**src/design/rids_pkg.sv**
```systemverilog
// rids_pkg: shared constants of the receiver id display sequencer
// assumes an apb slave with 32-bit data and a 25 MHz system clock
package rids_pkg;

   // apb byte offsets, one aligned word each
   localparam logic [11:0] OFF_CTRL    = 12'h000;
   localparam logic [11:0] OFF_STATUS  = 12'h004;
   localparam logic [11:0] OFF_RX_BASE = 12'h008;

   // ctrl fields and reset value
   localparam int          CTRL_ENABLE_BIT = 0;
   localparam logic        CTRL_ENABLE_RST = 1'b1;

   // status fields
   localparam int          STAT_SEQ_LSB    = 0;
   localparam int          STAT_IDLE_BIT   = 4;
   localparam int          STAT_BAD_LSB    = 5;
   localparam int          STAT_LOST_BIT   = 8;

   // rx code register fields
   localparam int          RXC_SER_LSB     = 0;
   localparam int          RXC_BAND_LSB    = 8;

   // character construction
   localparam logic [1:0]  CHAR_BITS_5_4   = 2'h3;
   localparam logic [6:0]  CH_SPACE        = 7'h20;
   localparam logic [6:0]  CH_DOT          = 7'h2E;
   localparam logic [6:0]  CH_ZERO         = 7'h30;
   localparam logic [6:0]  CH_A            = 7'h41;
   localparam logic [6:0]  CH_B            = 7'h42;
   localparam logic [6:0]  CH_D            = 7'h44;

   // band codes above this, or with the parity bit set, read as bad
   localparam logic [3:0]  BAND_LAST_VALID = 4'hA;

   // phase that selects no receiver
   localparam logic [1:0]  PHASE_IDLE      = 2'h3;

   // timing: clock rate and calibration loss timeout
   localparam int          CLK_KHZ         = 25000;
   localparam int          CAL_LOSS_MS     = 250;
   localparam int          CAL_LOSS_CYC    = CAL_LOSS_MS * CLK_KHZ;

endpackage

```
**src/design/rids_band_rom.sv**
```systemverilog
// rids_band_rom: band code plus parity to four display characters
// assumes pos_i counts 0..3 from the rightmost character position
`timescale 1ns/10ps
`default_nettype none
module rids_band_rom #(
   parameter int BAND_W = 5
) (
   input  wire logic [BAND_W-1:0] band_i,
   input  wire logic [1:0]        pos_i,
   output logic      [6:0]        char_o
);

   logic [27:0] disp;

   generate
      if (BAND_W != 5) begin : g_chk
         $error("rids_band_rom: BAND_W must be 5");
      end
   endgenerate

   // four characters, leftmost in the top seven bits; a table beats arithmetic here
   always_comb begin
      disp = {rids_pkg::CH_SPACE, rids_pkg::CH_B, rids_pkg::CH_A, rids_pkg::CH_D};
      if (!band_i[4] && band_i[3:0] <= rids_pkg::BAND_LAST_VALID) begin
         case (band_i[3:0])
            4'h0:    disp = {7'h34, 7'h30, 7'h30, rids_pkg::CH_DOT};
            4'h1:    disp = {7'h35, 7'h30, rids_pkg::CH_DOT, 7'h30};
            4'h2:    disp = {7'h32, 7'h30, rids_pkg::CH_DOT, 7'h30};
            4'h3:    disp = {7'h31, 7'h33, rids_pkg::CH_DOT, 7'h30};
            4'h4:    disp = {rids_pkg::CH_SPACE, 7'h36, rids_pkg::CH_DOT, 7'h30};
            4'h5:    disp = {rids_pkg::CH_SPACE, 7'h33, rids_pkg::CH_DOT, 7'h36};
            4'h6:    disp = {rids_pkg::CH_SPACE, 7'h32, rids_pkg::CH_DOT, 7'h38};
            4'h7:    disp = {rids_pkg::CH_SPACE, 7'h32, rids_pkg::CH_DOT, 7'h30};
            4'h8:    disp = {rids_pkg::CH_SPACE, 7'h31, rids_pkg::CH_DOT, 7'h33};
            4'h9:    disp = {rids_pkg::CH_SPACE, 7'h30, rids_pkg::CH_DOT, 7'h37};
            4'hA:    disp = {7'h30, rids_pkg::CH_DOT, 7'h33, 7'h35};
            default: disp = {rids_pkg::CH_SPACE, rids_pkg::CH_B, rids_pkg::CH_A, rids_pkg::CH_D};
         endcase
      end
   end

   // position 0 is the rightmost character
   always_comb begin
      char_o = disp[pos_i*7 +: 7];
   end

endmodule
`default_nettype wire

```
**src/design/rids_sequencer.sv**
```systemverilog
// rids_sequencer: refreshes three serial-number and band displays from receiver codes
// assumes the calibration switching signal and all receiver codes are asynchronous pins,
// and an apb master that holds each request until pready
`timescale 1ns/10ps
`default_nettype none
module rids_sequencer #(
   parameter int SER_W         = 6,
   parameter int BAND_W        = 5,
   parameter int CAL_LOSS_CYC  = rids_pkg::CAL_LOSS_CYC
) (
   input  wire logic                clk_i,
   input  wire logic                reset_i,
   // apb slave
   input  wire logic                psel_i,
   input  wire logic                penable_i,
   input  wire logic                pwrite_i,
   input  wire logic [11:0]         paddr_i,
   input  wire logic [31:0]         pwdata_i,
   output logic      [31:0]         prdata_o,
   output logic                     pready_o,
   output logic                     pslverr_o,
   // calibration switching pin
   input  wire logic                cal_clk_i,
   // receiver code pins, receiver a in the low slice
   input  wire logic [3*SER_W-1:0]  ser_code_i,
   input  wire logic [3*BAND_W-1:0] band_code_i,
   // display side
   output logic      [6:0]          ser_char_o,
   output logic      [6:0]          band_char_o,
   output logic                     char_pos_lsb_o,
   output logic                     char_pos_msb_o,
   output logic                     rx_a_char_strobe_n_o,
   output logic                     rx_b_char_strobe_n_o,
   output logic                     rx_c_char_strobe_n_o,
   output logic      [3:0]          seq_o
);

   localparam int LOSS_W = $clog2(CAL_LOSS_CYC + 1);

   generate
      if (SER_W != 6) begin : g_chk_ser
         $error("rids_sequencer: SER_W must be 6");
      end
      if (BAND_W != 5) begin : g_chk_band
         $error("rids_sequencer: BAND_W must be 5");
      end
      if (CAL_LOSS_CYC < 2) begin : g_chk_loss
         $error("rids_sequencer: CAL_LOSS_CYC must be at least 2");
      end
   endgenerate

   typedef struct packed {
      logic                cal_s1;
      logic                cal_s2;
      logic                cal_lvl;
      logic                cal_late;
      logic [3*SER_W-1:0]  ser_s1;
      logic [3*SER_W-1:0]  ser_s2;
      logic [3*BAND_W-1:0] band_s1;
      logic [3*BAND_W-1:0] band_s2;
      logic [3:0]          seq;
      logic [6:0]          ser_char;
      logic [6:0]          band_char;
      logic [1:0]          pos;
      logic [2:0]          strobe_n;
      logic                enable;
      logic [2:0]          band_bad;
      logic [LOSS_W-1:0]   loss_cnt;
      logic                cal_lost;
      logic                pready;
      logic                pslverr;
      logic [31:0]         prdata;
   } rids_state_t;

   rids_state_t q;
   rids_state_t d;

   logic [1:0]        phase;
   logic [SER_W-1:0]  ser_sel;
   logic [BAND_W-1:0] band_sel;
   logic [3:0]        low_decimal_digit;
   logic [3:0]        high_decimal_digit;
   logic [3:0]        digit;
   logic [2:0]        half_quot;
   logic [2:0]        half_rem;
   logic [6:0]        rom_char;
   logic              cal_rise;
   logic              sel_bad;
   logic              access;
   logic [11:0]       rx_off;
   logic [1:0]        rx_idx;
   logic              phase_live;
   logic              cal_step;
   logic              loss_hit;
   logic [3:0]        seq_next;
   logic [6:0]        ser_char_next;
   logic              decoder_gate;
   logic [2:0]        strobe_dec_n;
   logic              hit_ctrl;
   logic              hit_status;
   logic              hit_rx;
   logic              rd_err;
   logic [31:0]       ctrl_word;
   logic [31:0]       status_word;
   logic [31:0]       rx_word;
   logic [31:0]       rd_word;

   assign phase = q.seq[3:2];

   // both converters see the whole code of one receiver at once
   always_comb begin
      ser_sel  = '0;
      band_sel = '0;
      case (phase)
         2'h0: begin
            ser_sel  = q.ser_s2[0*SER_W +: SER_W];
            band_sel = q.band_s2[0*BAND_W +: BAND_W];
         end
         2'h1: begin
            ser_sel  = q.ser_s2[1*SER_W +: SER_W];
            band_sel = q.band_s2[1*BAND_W +: BAND_W];
         end
         2'h2: begin
            ser_sel  = q.ser_s2[2*SER_W +: SER_W];
            band_sel = q.band_s2[2*BAND_W +: BAND_W];
         end
         default: begin
            ser_sel  = '0;
            band_sel = '0;
         end
      endcase
   end

   // value = 2*h + b0, so tens = h/5 and ones = 2*(h%5) + b0
   always_comb begin
      half_quot          = 3'(ser_sel[5:1] / 5'h05);
      half_rem           = 3'(ser_sel[5:1] % 5'h05);
      low_decimal_digit  = {half_rem, ser_sel[0]};
      high_decimal_digit = {1'b0, half_quot};
      case (q.seq[1:0])
         2'h0:    digit = low_decimal_digit;
         2'h1:    digit = high_decimal_digit;
         default: digit = 4'h0;
      endcase
   end

   rids_band_rom #(
      .BAND_W (BAND_W)
   ) u_band_rom (
      .band_i (band_sel),
      .pos_i  (q.seq[1:0]),
      .char_o (rom_char)
   );

   assign sel_bad    = band_sel[4] | (band_sel[3:0] > rids_pkg::BAND_LAST_VALID);
   assign phase_live = (phase != rids_pkg::PHASE_IDLE);
   assign cal_step   = q.cal_s2 & ~q.cal_lvl;
   assign cal_rise   = q.cal_lvl & ~q.cal_late;
   assign loss_hit   = (q.loss_cnt == LOSS_W'(CAL_LOSS_CYC));
   assign access     = psel_i & penable_i;
   assign rx_off     = paddr_i - rids_pkg::OFF_RX_BASE;
   assign rx_idx     = rx_off[3:2];

   // reset loads zero; from any state the next calibration step moves the counter on by one
   always_comb begin
      seq_next = q.seq;
      if (cal_step) begin
         seq_next = q.seq + 4'h1;
      end
   end

   // upper bits 011 make digits; 111 in the two left positions leaves them dark
   always_comb begin
      ser_char_next = {q.seq[1], rids_pkg::CHAR_BITS_5_4, digit};
   end

   // timing in system clocks after a calibration edge reaches the pin:
   // +3 the counter steps, +4 address and characters move, +5 the strobe falls;
   // the strobe rises five clocks after the pin falls, so the characters have stood
   // for about half a calibration period when the display latches them
   always_comb begin
      decoder_gate = q.cal_late & q.enable;
      strobe_dec_n = 3'h7;
      if (decoder_gate) begin
         case (phase)
            2'h0:    strobe_dec_n = 3'h6;
            2'h1:    strobe_dec_n = 3'h5;
            2'h2:    strobe_dec_n = 3'h3;
            default: strobe_dec_n = 3'h7;
         endcase
      end
   end

   // address decode; the three rx words sit on aligned offsets after the base
   always_comb begin
      hit_ctrl   = (paddr_i == rids_pkg::OFF_CTRL);
      hit_status = (paddr_i == rids_pkg::OFF_STATUS);
      hit_rx     = (paddr_i >= rids_pkg::OFF_RX_BASE) && (rx_off < 12'h00C) && (paddr_i[1:0] == 2'h0);
   end

   // read words are built every cycle; only the first access cycle captures one
   always_comb begin
      ctrl_word                                = '0;
      ctrl_word[rids_pkg::CTRL_ENABLE_BIT]     = q.enable;
      status_word                              = '0;
      status_word[rids_pkg::STAT_SEQ_LSB +: 4] = q.seq;
      status_word[rids_pkg::STAT_IDLE_BIT]     = !phase_live;
      status_word[rids_pkg::STAT_BAD_LSB +: 3] = q.band_bad;
      status_word[rids_pkg::STAT_LOST_BIT]     = q.cal_lost;
      rx_word                                  = '0;
      case (rx_idx)
         2'h0: begin
            rx_word[rids_pkg::RXC_SER_LSB +: SER_W]   = q.ser_s2[0*SER_W +: SER_W];
            rx_word[rids_pkg::RXC_BAND_LSB +: BAND_W] = q.band_s2[0*BAND_W +: BAND_W];
         end
         2'h1: begin
            rx_word[rids_pkg::RXC_SER_LSB +: SER_W]   = q.ser_s2[1*SER_W +: SER_W];
            rx_word[rids_pkg::RXC_BAND_LSB +: BAND_W] = q.band_s2[1*BAND_W +: BAND_W];
         end
         2'h2: begin
            rx_word[rids_pkg::RXC_SER_LSB +: SER_W]   = q.ser_s2[2*SER_W +: SER_W];
            rx_word[rids_pkg::RXC_BAND_LSB +: BAND_W] = q.band_s2[2*BAND_W +: BAND_W];
         end
         default: begin
            rx_word = '0;
         end
      endcase
   end

   // only ctrl takes writes; status and rx words are read only,
   // and anything unmapped or misaligned answers with an error
   always_comb begin
      rd_word = '0;
      rd_err  = 1'b0;
      if (hit_ctrl) begin
         rd_word = ctrl_word;
      end else if (hit_status && !pwrite_i) begin
         rd_word = status_word;
      end else if (hit_rx && !pwrite_i) begin
         rd_word = rx_word;
      end else begin
         rd_err = 1'b1;
      end
   end

   always_comb begin
      d = q;

      // pins pass two flops before use
      d.cal_s1  = cal_clk_i;
      d.cal_s2  = q.cal_s1;
      d.cal_lvl = q.cal_s2;
      d.cal_late = q.cal_lvl;
      d.ser_s1  = ser_code_i;
      d.ser_s2  = q.ser_s1;
      d.band_s1 = band_code_i;
      d.band_s2 = q.band_s1;

      // counter wraps freely; a bad start state is overwritten within one lap
      d.seq = seq_next;

      // data follow the counter one cycle later, before the strobe falls
      d.pos       = q.seq[1:0];
      d.ser_char  = ser_char_next;
      d.band_char = rom_char;

      // strobe lags the data by a cycle so setup holds; release edge latches the display
      d.strobe_n = strobe_dec_n;

      // band error seen during each receiver's phase
      if (phase_live) begin
         d.band_bad[phase] = sel_bad;
      end

      // calibration loss watchdog; a stopped clock freezes the displays
      if (cal_rise) begin
         d.loss_cnt = '0;
         d.cal_lost = 1'b0;
      end else if (loss_hit) begin
         d.cal_lost = 1'b1;
      end else begin
         d.loss_cnt = q.loss_cnt + LOSS_W'(1);
      end

      // apb: one wait state, then the transfer completes with pready high
      d.pready  = 1'b0;
      d.pslverr = 1'b0;
      if (access && !q.pready) begin
         d.pready  = 1'b1;
         d.prdata  = rd_word;
         d.pslverr = rd_err;
      end else if (access && q.pready) begin
         d.prdata = q.prdata;
         if (pwrite_i && hit_ctrl) begin
            d.enable = pwdata_i[rids_pkg::CTRL_ENABLE_BIT];
         end
      end
   end

   always_ff @(posedge clk_i) begin
      if (reset_i) begin
         q          <= '0;
         q.strobe_n <= 3'h7;
         q.enable   <= rids_pkg::CTRL_ENABLE_RST;
      end else begin
         q <= d;
      end
   end

   assign prdata_o             = q.prdata;
   assign pready_o             = q.pready;
   assign pslverr_o            = q.pslverr;
   assign ser_char_o           = q.ser_char;
   assign band_char_o          = q.band_char;
   assign char_pos_lsb_o       = q.pos[0];
   assign char_pos_msb_o       = q.pos[1];
   assign rx_a_char_strobe_n_o = q.strobe_n[0];
   assign rx_b_char_strobe_n_o = q.strobe_n[1];
   assign rx_c_char_strobe_n_o = q.strobe_n[2];
   assign seq_o                = q.seq;

endmodule
`default_nettype wire

```
**config.mk**
```make
export PLATFORM = sky130hd
export DESIGN_NAME = rids_sequencer
export DESIGN_NICKNAME = d
export VERILOG_FILES = /design/src/design/rids_pkg.sv /design/src/design/rids_band_rom.sv /design/src/design/rids_sequencer.sv
export SDC_FILE = /design/constraint.sdc
export NUM_CORES = 1
export LEC_CHECK = 0
export BUFFER_PORTS_ARGS = -buffer_cell sky130_fd_sc_hd__buf_2
export CAP_MARGIN = 25
export CORE_ASPECT_RATIO = 1.75
export CORE_UTILIZATION = 54
export CTS_CLUSTER_SIZE = 10
export DETAILED_ROUTE_END_ITERATION = 8
export PLACE_DENSITY_LB_ADDON = 0.3
export SYNTH_ARGS = -nofsm -noshare
export SYNTH_HDL_FRONTEND = slang
export SYNTH_SLANG_ARGS = --single-unit
export TNS_END_PERCENT = 5
```
**constraint.sdc**
```tcl
create_clock -name clk_i -period 3.03 [get_ports clk_i]
set_input_delay 0.303 -clock clk_i [delete_from_list [all_inputs] [get_ports clk_i]]
set_output_delay 0.303 -clock clk_i [all_outputs]
set_load 0.02 [all_outputs]
```
== After elaboration in Yosys (flattened, before gate mapping) ==
Memories as Yosys holds them, arrays and structs flattened.
Cells that the tools add are included.
Storage, ports and cells
  memories kept: 1
  register bits: 155
  output and inout port bits: 57
  word-level logic and storage cells: 101
  memory bits (read-only): 400
  bits of input ports: 83
Memories
  (name not given): depth 16, bits a word 25, rd ports 1, clocked after Yosys merged registers in 0, write ports 0, RTL line rids_band_rom.sv:25  | case (band_i[3:0])
Operators by class
  shift operators: 1
  $mul: 1
  div/mod/pow operators: 2
  equal/unequal tests: 8
  add/subtract/negate cells: 3
  magnitude comparators: 6
  reduce and logical (&&, ||, !) cells: 22
  bitwise logic cells: 9
  multiplexer cells: 27
Operators with widths (number)
  two-way mux 80 bit: 1
  two-way mux 13 bit: 3
  case mux 6 bit (3 select lines): 2
  two-way mux 32 bit: 1
  case mux 5 bit (3 select lines): 2
  two-way mux 28 bit: 1
  variable part select 28 x 6 -> 7 bit: 1
  two-way mux 24 bit: 1
  adder 23 x 1 -> 23 bit (second input constant): 1
  equality test 23 bit (second input constant): 1
  two-way mux 23 bit: 1
  equality test 12 x 3 -> 1 bit (second input constant): 1
  greater-or-equal comparator 12 x 4 -> 1 bit (second input constant): 1
  zero test 12 bit: 1
  less-than comparator 12 x 4 -> 1 bit (second input constant): 1
  subtractor 12 x 4 -> 12 bit (second input constant): 1
  logical AND 1 bit: 9
  case mux 3 bit (3 select lines): 1
  zero test 2 bit: 4
  two-way mux 1 bit: 8
  case mux 4 bit (2 select lines): 1
  equality test 2 x 1 -> 1 bit (second input constant): 3
  two-way mux 3 bit: 2
  divider 5 x 3 -> 5 bit (second input constant): 1
  19 further kinds: 30

== Logic depth before layout (Yosys ltp) ==
Gate-level depths: netlist (run 1).
  depth in word-level cells: 10
  gate-level depth with buffers: 12
  mapped depth without buffers: 10

== By module ==
A second synthesis (run 1) with hierarchy kept.
Second synthesis, totals
  cell total of the unflattened synthesis: 667
  area, all modules: 6065.8 sq um
Modules (own cells, without submodules)
  rids_sequencer: area an instance 5639.2 sq um, instances 1, sequential area each 2682.6 sq um, cells each 599
  rids_band_rom: area an instance 426.7 sq um, instances 1, sequential area each 0.0 sq um, cells each 68

== Worst setup path after synthesis (run 1) ==
Ideal clock, no wire load.
  kind: reg2reg
  from: reg q (netlist bit seq_o[2])
  to: reg q (netlist bit ser_char_o[1])
  data arrival time: 2.303 ns
  library setup time: 0.134 ns
  stages on the path, launching flop included: 12
  path buffers: 1
  data required time: 2.896 ns
  clock period less this slack: 2.436 ns
  path slack: 0.594 ns
  cells stage by stage: dfxtp_1 -> buf_6 -> mux2i_1 -> o2bb2ai_2 -> nor2_1 -> a21oi_1 -> ha_1 -> or4_1 -> o31ai_1 -> nor2_1 -> nor3_1 -> nor4_1
On the way
  longest elaborated chain between the ends: 4
  elaborated cells on any way between the ends: 7
  classes of those cells: div: 2; eq/ne: 2; mux: 2; reduce/logical: 1
RTL lines
  start, declared: RTL line rids_sequencer.sv:75  | rids_state_t q;
  equality test 2 bit (tied with other cells): RTL line rids_sequencer.sv:114  | case (phase)
  case mux 6 bit (3 select lines) *: RTL line rids_sequencer.sv:114
  divider 5 x 3 -> 5 bit / modulo 5 x 3 -> 5 bit (equally long branches): RTL line rids_sequencer.sv:136, rids_sequencer.sv:137
  case mux 4 bit (2 select lines) *: RTL line rids_sequencer.sv:140  | case (q.seq[1:0])
Every way passes the cells marked *; elsewhere a longest branch is shown, timed or not.
A chain may end at the register's enable or synchronous reset.

== Final worst setup path (run 1) ==
Same ends and word-level chain as after synthesis.

==> results of run 1 <==
[cells in the final DEF, fill, tap and decap left out, drive strengths merged, types with 2 or more instances in the layout]
master and count:
ha 9, nor2 65, and2 4, clkbuf 22, or2 2, conb 19, a2bb2oi 6, inv 13
nor2b 73, o31ai 2, or4 2, nand4 7, nor4 12, or3 3, nor4b 4, o22ai 4
a311oi 4, a211oi 6, and3 5, o211ai 2, nor3 11, dfxtp 134, a31oi 4, xor2 16
buf 102, bufinv 3, and4 2, a21oi 20, clkinv 6, nand2 51, xnor2 10, o2bb2ai 9
nand3 19, mux2i 27, o21bai 2, o21ai 29, a22oi 8, nand2b 2
[cells by family (layout without fill, tap and decap cells)]
kind of cell / after synthesis / after routing
and+or+nand+nor: 263 / 263
muxes: 28 / 28
other: 1 / 19
AOI/OAI and AO/OA: 102 / 102
adders and majority gates: 9 / 9
xor gates and xnor gates: 26 / 26
buffers and inverters: 92 / 147
DFF: 134 / 134
[cell usage after synthesis (all sizes together), types with 10 or more instances]
cell      n
a21oi    20
o21ai    29
nor2     65
nand3    19
nand2    51
dfxtp   134
mux2i    27
xnor2    10
nor2b    73
xor2     16
buf      59
clkbuf   19
nor4     12
nor3     11
inv      13
[metal layers]
layer  part of all wire [%]  vias up  GRT usage (%)
met3                    3.6       42           4.76
met2                     53      132           41.7
met1                     38     2140           25.4
met4                    5.0        0           14.8
li1                       -     2291              -
met5                      0        -              0
[sequential cells by signal, summed over array words and instances, names as in the netlist, named ones only]
register / count
ctrl_word: 1
prdata_o: 13
rx_c_char_strobe_n_o: 1
char_pos_lsb_o: 1
rx_a_char_strobe_n_o: 1
ser_char_o: 6
q: 58
band_char_o: 7
pslverr_o: 1
pready_o: 1
seq_o: 4
rx_b_char_strobe_n_o: 1
d: 36
[worst min-delay path by stage]
stage	startpoint	end	cells past startpoint
2_1_floorplan	ctrl_word[0]	rx_c_char_strobe_n_o	1
3_3_place_gp	q[151]	rx_c_char_strobe_n_o	1
3_5_place_dp	d[116]	q[116]	1
4_1_cts	ser_code_i[15]	d[130]	2
5_1_grt	band_code_i[14]	d[99]	2
6_report	ser_code_i[15]	d[130]	2
[area by class of cell]
cell class	count	area, µm²
Fill cell	904	3930
Multi-Input combinational cell	447	2740
Sequential cell	134	2680
Timing Repair Buffer	102	547
Clock buffer	22	464
Tap cell	130	163
Clock inverter	9	126
Inverter	14	52.6
[through the flow]
stage | utilization, % | hold slack, ns | setup slack (ns) | total power [µW]
global route | 63.3 | 0.0996 | 0.0168 | 4370
detailed placement | 57.7 | 0.422 | 0.123 | 2210
CTS | 63.2 | 0.0928 | 0.0787 | 4250
finish | 63.3 | 0.103 | 0.124 | 4220
floorplan | - | 0.396 | 0.594 | 2150
global placement | 57.7 | 0.409 | 0.267 | 2200
[report_power, final]
group          switching, µW  total, µW  internal, µW
clock network            709       2040          1330
logic                    194        321           127
registers               31.6       1860          1830
total                    934       4220          3280
[worst max-delay path, delay by kind of cell (launching register included)]
| kind | cells | cell delay [ns] |
|---|---|---|
| adders and majority gates | 1 | 0.20 |
| DFF | 1 | 0.57 |
| muxes | 1 | 0.36 |
| AOI/OAI and AO/OA | 2 | 0.46 |
| and+or+nand+nor | 4 | 1.12 |
| buffers and inverters | 1 | 0.10 |
==> run metrics, run 1 <==
CTS tree=yes; clock slew at reported path FFs=0.06 ns; Post-synth top flop=dfxtp_1; synthesis-stage register bit count=134; vias in the first global route=between 4000 and 5000; die width=around 80 µm; MaxCap Viol Count=0; crit-path max FO=7; Critical Path Start Type=flop; fin crit period=2.91 ns; post-synthesis async set-or-reset flop share=0%; fin. max-slew vios=0; final wirelength=approximately 13000 µm; Top cell by count, worst path=nor4_1; Finished Layout Cells=between 800 and 900; syn avg cell area=9.02 µm²; endpoint class of the critical path=flop; Yosys cell types=54; Initial Util=55.2%; Post-route DRC=0; CTS sink cnt=~130; Area Growth Syn to Fin=14.6%; mux cell area share after synthesis=4.77%; reg2reg path depth=9; # IOs=140; Critical R2R Capture=ser_char_o[1]; outcome=finished clean; Core Footprint=10700 µm²; Pleak=0.00276 µW; fmax=344 MHz; period utilization=95.9%; Yosys top cell area share=45.4%; VDD IR max=0.479 mV; Inserted Clock Buffers=17; CP max-delay cell=or4_4; adder-cell share of the synthesized area=under 10%; Worst-Skew Late Latency=approximately 0.41 ns; top post-synthesis cells by area=dfxtp_1, nor2b_1, buf_4; Synth Warn #=0; critical setup path kind=flop to flop; antenna cell count=0; Mapped Area=slightly below 6000 µm²; critical path launch point=seq_o[2]; hold crit path type=input pin to flop; r2r startpoint=seq_o[2]; RSZ-0062 raised after global routing=no; GRT Total Usage=23.9%; nets@finish=just over 800; vias per cell=roughly 5.4; worst-path cell chain=mux2i_1 -> a2bb2oi_2 -> nor4_1 -> or4_4 -> inv_1 -> ha_1 -> o21ai_0 -> nor4b_1 -> nor4_1; largest net degree at the start of global routing=73; WP data required=roughly 3.3 ns; hpwl dp=~9400 µm; Post-Layout Inst Area=just under 7000 µm²; setup TNS=0 ns; Tightest Pin Transition=between 0.6 and 0.7 ns; area leader, netlist=dfxtp_1; Die Footprint=between 10000 and 15000 µm²; Clock Skews=0.00788 ns; drt first pass iters=4; placed standard-cell area=6170 µm²; layout cell share with drive strength beyond 1=19.4%; post-CTS sizing=0; antenna-violating nets left=0; PD cells=~620 nW/µm²; largest family of logic cells by synthesized area=simple AND/OR/NAND/NOR gates; root buf cell=clkbuf_16; relative slew slack=54.2%; initial antenna violation count=0; first-pass GRT wire length=approximately 21000 µm; Seq/Total Area, Yosys=a little under half; row count=50; count of final hold-check violations=0; final setup fails=0; number of enable flip-flop cells after synthesis=0; r2r setup slk=0.12 ns; Critical Path End=ser_char_o[1]; WL per Instance=roughly 15 µm; hold buffer count at cts=0; Synth Area in Compound Gates=about an eighth; CTS max path bufs=2; Placed Cells=~830; GP Congestion=between 0.9 and 1; Buffers on Ports=between 80 and 90; critical path arrival=about 3.2 ns; 1st-iter DRT viols=246; CTS H-tree lvls=4; post-synthesis simple-gate area fraction=22.8%; vias=about 4600; grt total ovfl=0; Die H=140 µm; setup bufs post-CTS=0; CP max stage delay=just under 0.6 ns; Synth Area in XOR/XNOR=3.86%; Syn Inst Count=roughly 660
Note: power is estimated with default switching activity, not from simulation.
==> run 2: changes to the inputs <==
Settings changed: ABC_AREA from default to 0.
Clock period 3.03 ns to 3.2 ns, I/O delays scaled along.
==> run metrics, run 2 (same netlist as run 1, synthesis figures left out) <==
outcome=finished clean; critical path arrival=between 3 and 4 ns; hold crit path type=input pin to flop; Core Footprint=between 10000 and 15000 µm²; r2r startpoint=seq_o[2]; HP Start=band_code_i[3]; vias per cell=around 5.4; critical path launch point=seq_o[2]; setup TNS=0 ns; initial antenna violation count=0; count of final hold-check violations=0; largest net degree at the start of global routing=70; CTS H-tree lvls=4; critical setup path kind=flop to flop; final setup fails=0; vias=about 4600; Initial Util=a little under three fifths; Die H=~140 µm; post-CTS sizing=0; GP Congestion=0.933; Placed Cells=about 820; Area Growth Syn to Fin=14.5%; Tightest Pin Transition=between 0.7 and 0.8 ns; PD cells=601 nW/µm²; CTS max path bufs=2; endpoint class of the critical path=flop; end-of-flow core utilization=a little over three fifths; 1st-iter DRT viols=200; largest register by flop count=q; antenna-violating nets left=0; Critical Path Start Type=flop; r2r setup slk=~0.13 ns; hpwl dp=9290 µm; CTS sink cnt=134; most common cell after layout, fill and taps aside=dfxtp_1; max reg flops=58; FILL cells=about 940; # IOs=140; die width=81.1 µm; final wirelength=12700 µm; most frequent cells in the layout=dfxtp_1, buf_2, nor2b_1; relative slew slack=approximately half; Pleak=around 0.0028 µW; WP data required=3.46 ns; Finished Layout Cells=around 850; Die Footprint=11400 µm²; row count=50; grt total ovfl=0; setup bufs post-CTS=0; fmax=between 300 and 400 MHz; Post-route DRC=0; drt first pass iters=5; nets@finish=805; fin crit period=between 3 and 4 ns; RSZ-0062 raised after global routing=no; layout cell share with drive strength beyond 1=a little under a fifth; MaxCap Viol Count=0; first-pass GRT wire length=about 21000 µm; reg2reg path depth=10; WL per Instance=14.8 µm; CTS tree=yes; Hold Path Cell Cnt=2; Buffers on Ports=89; VDD IR max=roughly 0.57 mV; hold buffer count at cts=0; fin. max-slew vios=0; vias in the first global route=4561; root buf cell=clkbuf_16; Clock Skews=roughly 0.007 ns; period utilization=between 90% and 100%; crit-path max FO=22; antenna cell count=0; clock slew at reported path FFs=approximately 0.06 ns; Worst-Skew Late Latency=0.41 ns; GRT Total Usage=24.0%; Inserted Clock Buffers=17
run 2: cell types whose count changed in the layout (fill, tap and decap cells not counted):
cell	change
o31ai_2	-1
buf_6	-1
bufinv_16	+1
o31ai_1	+1
clkbuf_1	-1
clkinv_2	-1
buf_4	-2
run 2: report_power, final:
part	internal (µW)	switching (µW)	total [µW]
Sequential	1730	30.8	1760
Combinational	117	181	298
Clock	1330	671	2000
run 2: layout make-up:
| type | count | area (µm²) | area share [%] |
|---|---|---|---|
| multi-input cells | 447 | 2730 | 40.4 |
| flip-flops and latches | 134 | 2680 | 39.7 |
| repair buffers | 99 | 520 | 7.70 |
| clock buffers | 21 | 460 | 6.81 |
| well taps | 130 | 163 | 2.41 |
| clock inverters | 9 | 151 | 2.24 |
| inverters | 14 | 52.6 | 0.777 |
run 2: worst paths after layout:
kind | end
min | d[88]
min reg2reg | rx_c_char_strobe_n_o
max | ser_char_o[1]
max reg2reg | ser_char_o[1]
run 2: critical path: stages (launching register included):
cell and delay [ns]:
dfxtp_1 0.52, buf_4 0.36, o21ai_0 0.26, nor2_1 0.26, a21oi_1 0.08, ha_1 0.23
or4_1 0.52, o31ai_1 0.19, nor2_1 0.14, nor3_1 0.26, nor4_1 0.08
run 2: per-stage QoR:
step	setup WS, ns	cell area [µm²]	power [µW]	hold WS, ns
5_1_grt	0.0224	6760	4210	0.119
6_report	0.132	6760	4060	0.122
2_1_floorplan	0.764	5970	2030	0.396
3_5_place_dp	0.252	6150	2090	0.411
4_1_cts	0.245	6760	4100	0.103
3_3_place_gp	0.423	6150	2080	0.411
run 2: metal layers:
layer  global-route usage, %  routed length, µm  part of all wire, %
met2                    43.9               6960                   55
met1                    23.9               4740                   37
met5                       0                  0                    0
met3                    5.73                501                  4.0
met4                    13.3                459                  3.6
==> run 3: changes to the inputs <==
Settings changed: CORE_UTILIZATION 54 to 39, RECOVER_POWER from default to 50.
==> run metrics, run 3 (same netlist as run 1, synthesis figures left out) <==
outcome=finished clean; largest net degree at the start of global routing=102; most frequent cells in the layout=dfxtp_1, buf_2, nor2b_1; MaxCap Viol Count=0; setup TNS=0 ns; critical path arrival=between 3 and 4 ns; root buf cell=clkbuf_16; Pleak=between 0.002 and 0.003 µW; CTS max path bufs=2; most common cell after layout, fill and taps aside=dfxtp_1; Die H=165 µm; initial antenna violation count=0; WL per Instance=14.1 µm; antenna cell count=0; Power Total=about 4000 µW; vias in the first global route=4261; grt total ovfl=0; fin. max-slew vios=0; Clock Skews=roughly 0.012 ns; Buffers on Ports=just under 90; endpoint class of the critical path=flop; 1st-iter DRT viols=196; Critical Path Start Type=flop; vias=roughly 4500; Setup WS post-layout=about 0.37 ns; hold crit path type=input pin to flop; max reg flops=between 50 and 60; clock slew at reported path FFs=~0.06 ns; final setup fails=0; Post-route DRC=0; drt first pass iters=5; largest register by flop count=q; count of final hold-check violations=0; Tightest Pin Transition=0.991 ns; Die Footprint=between 15000 and 20000 µm²; # IOs=140; nets@finish=roughly 810; GP Congestion=0.847; Post-Layout Inst Area=slightly below 7000 µm²; fmax=~350 MHz; CTS tree=yes; final wirelength=around 13000 µm; placed standard-cell area=~6200 µm²; pre-CTS setup slack=0.339 ns; critical setup path kind=flop to flop; antenna-violating nets left=0; relative slew slack=33.9%; CTS sink cnt=134; r2r setup slk=around 0.37 ns; PD cells=590 nW/µm²; Worst-Skew Late Latency=a little over 0.4 ns; first-pass GRT wire length=20400 µm; Initial Util=approximately 40%; Core Footprint=between 10000 and 15000 µm²; row count=59; crit-path max FO=8; period utilization=around nine tenths; Inserted Clock Buffers=17; vias per cell=4.96; CTS H-tree lvls=4; hpwl dp=9550 µm; WP data required=3.49 ns; setup bufs post-CTS=0; RSZ-0062 raised after global routing=no; layout cell share with drive strength beyond 1=18.1%; fin crit period=around 2.8 ns; GRT Total Usage=~17%; Area Growth Syn to Fin=15.9%; die width=approximately 95 µm; VDD IR max=approximately 0.40 mV
-- run 3: layout make-up --
type                       instances  area, µm²
clock buffer                      18        439
clock inverter                    14        173
fill                            1423       7990
inverter                          14       52.6
multi-input combinational        447       2740
sequential                       134       2680
tap                              183        229
timing repair buffer             101        533
-- run 3: stage by stage --
step | utilization [%] | std cells | hold slack [ns]
2_1_floorplan | - | 673 | 0.396
3_3_place_gp | 42.1 | 879 | 0.414
3_5_place_dp | 42.1 | 879 | 0.417
4_1_cts | 46.2 | 911 | 0.0972
5_1_grt | 46.1 | 911 | 0.103
6_report | 46.1 | 911 | 0.115
-- run 3: path summary, 6_finish.rpt --
kind | cells past startpoint | endpoint | start
max reg2reg | 10 | ser_char_o[1] | seq_o[2]
max | 10 | ser_char_o[1] | seq_o[2]
min | 2 | d[131] | ser_code_i[16]
min reg2reg | 1 | rx_c_char_strobe_n_o | q[151]
-- run 3: where the power goes --
part           total (µW)  switching [µW]  internal, µW  leakage, µW
logic                 299             182           117      0.00134
registers            1760            29.2          1730      0.00110
clock network        1980             730          1250     0.000302
-- run 3: layer usage --
layer / track usage, % / vias to the layer above / part of all wire (%)
li1: - / 2294 / -
met1: 17.8 / 2102 / 39
met2: 29.9 / 104 / 54
met3: 4.33 / 22 / 3.0
met4: 10.1 / 0 / 3.3
met5: 0 / - / 0
-- run 3: critical path: stages, from the launching register on --
cell       delay [ns]
dfxtp_1          0.50
mux2i_1          0.37
o2bb2ai_2        0.17
nor2_1           0.20
a21oi_1          0.13
ha_1             0.25
or4_1            0.55
o31ai_2          0.15
nor2_1           0.12
nor3_1           0.19
nor4_1           0.06
-- run 3: timing repair --
item,4_1_cts,5_1_grt
hold buffers,0,0
resized for setup,0,1
endpoints found under the hold margin,0,0
setup endpoints to repair,0,1
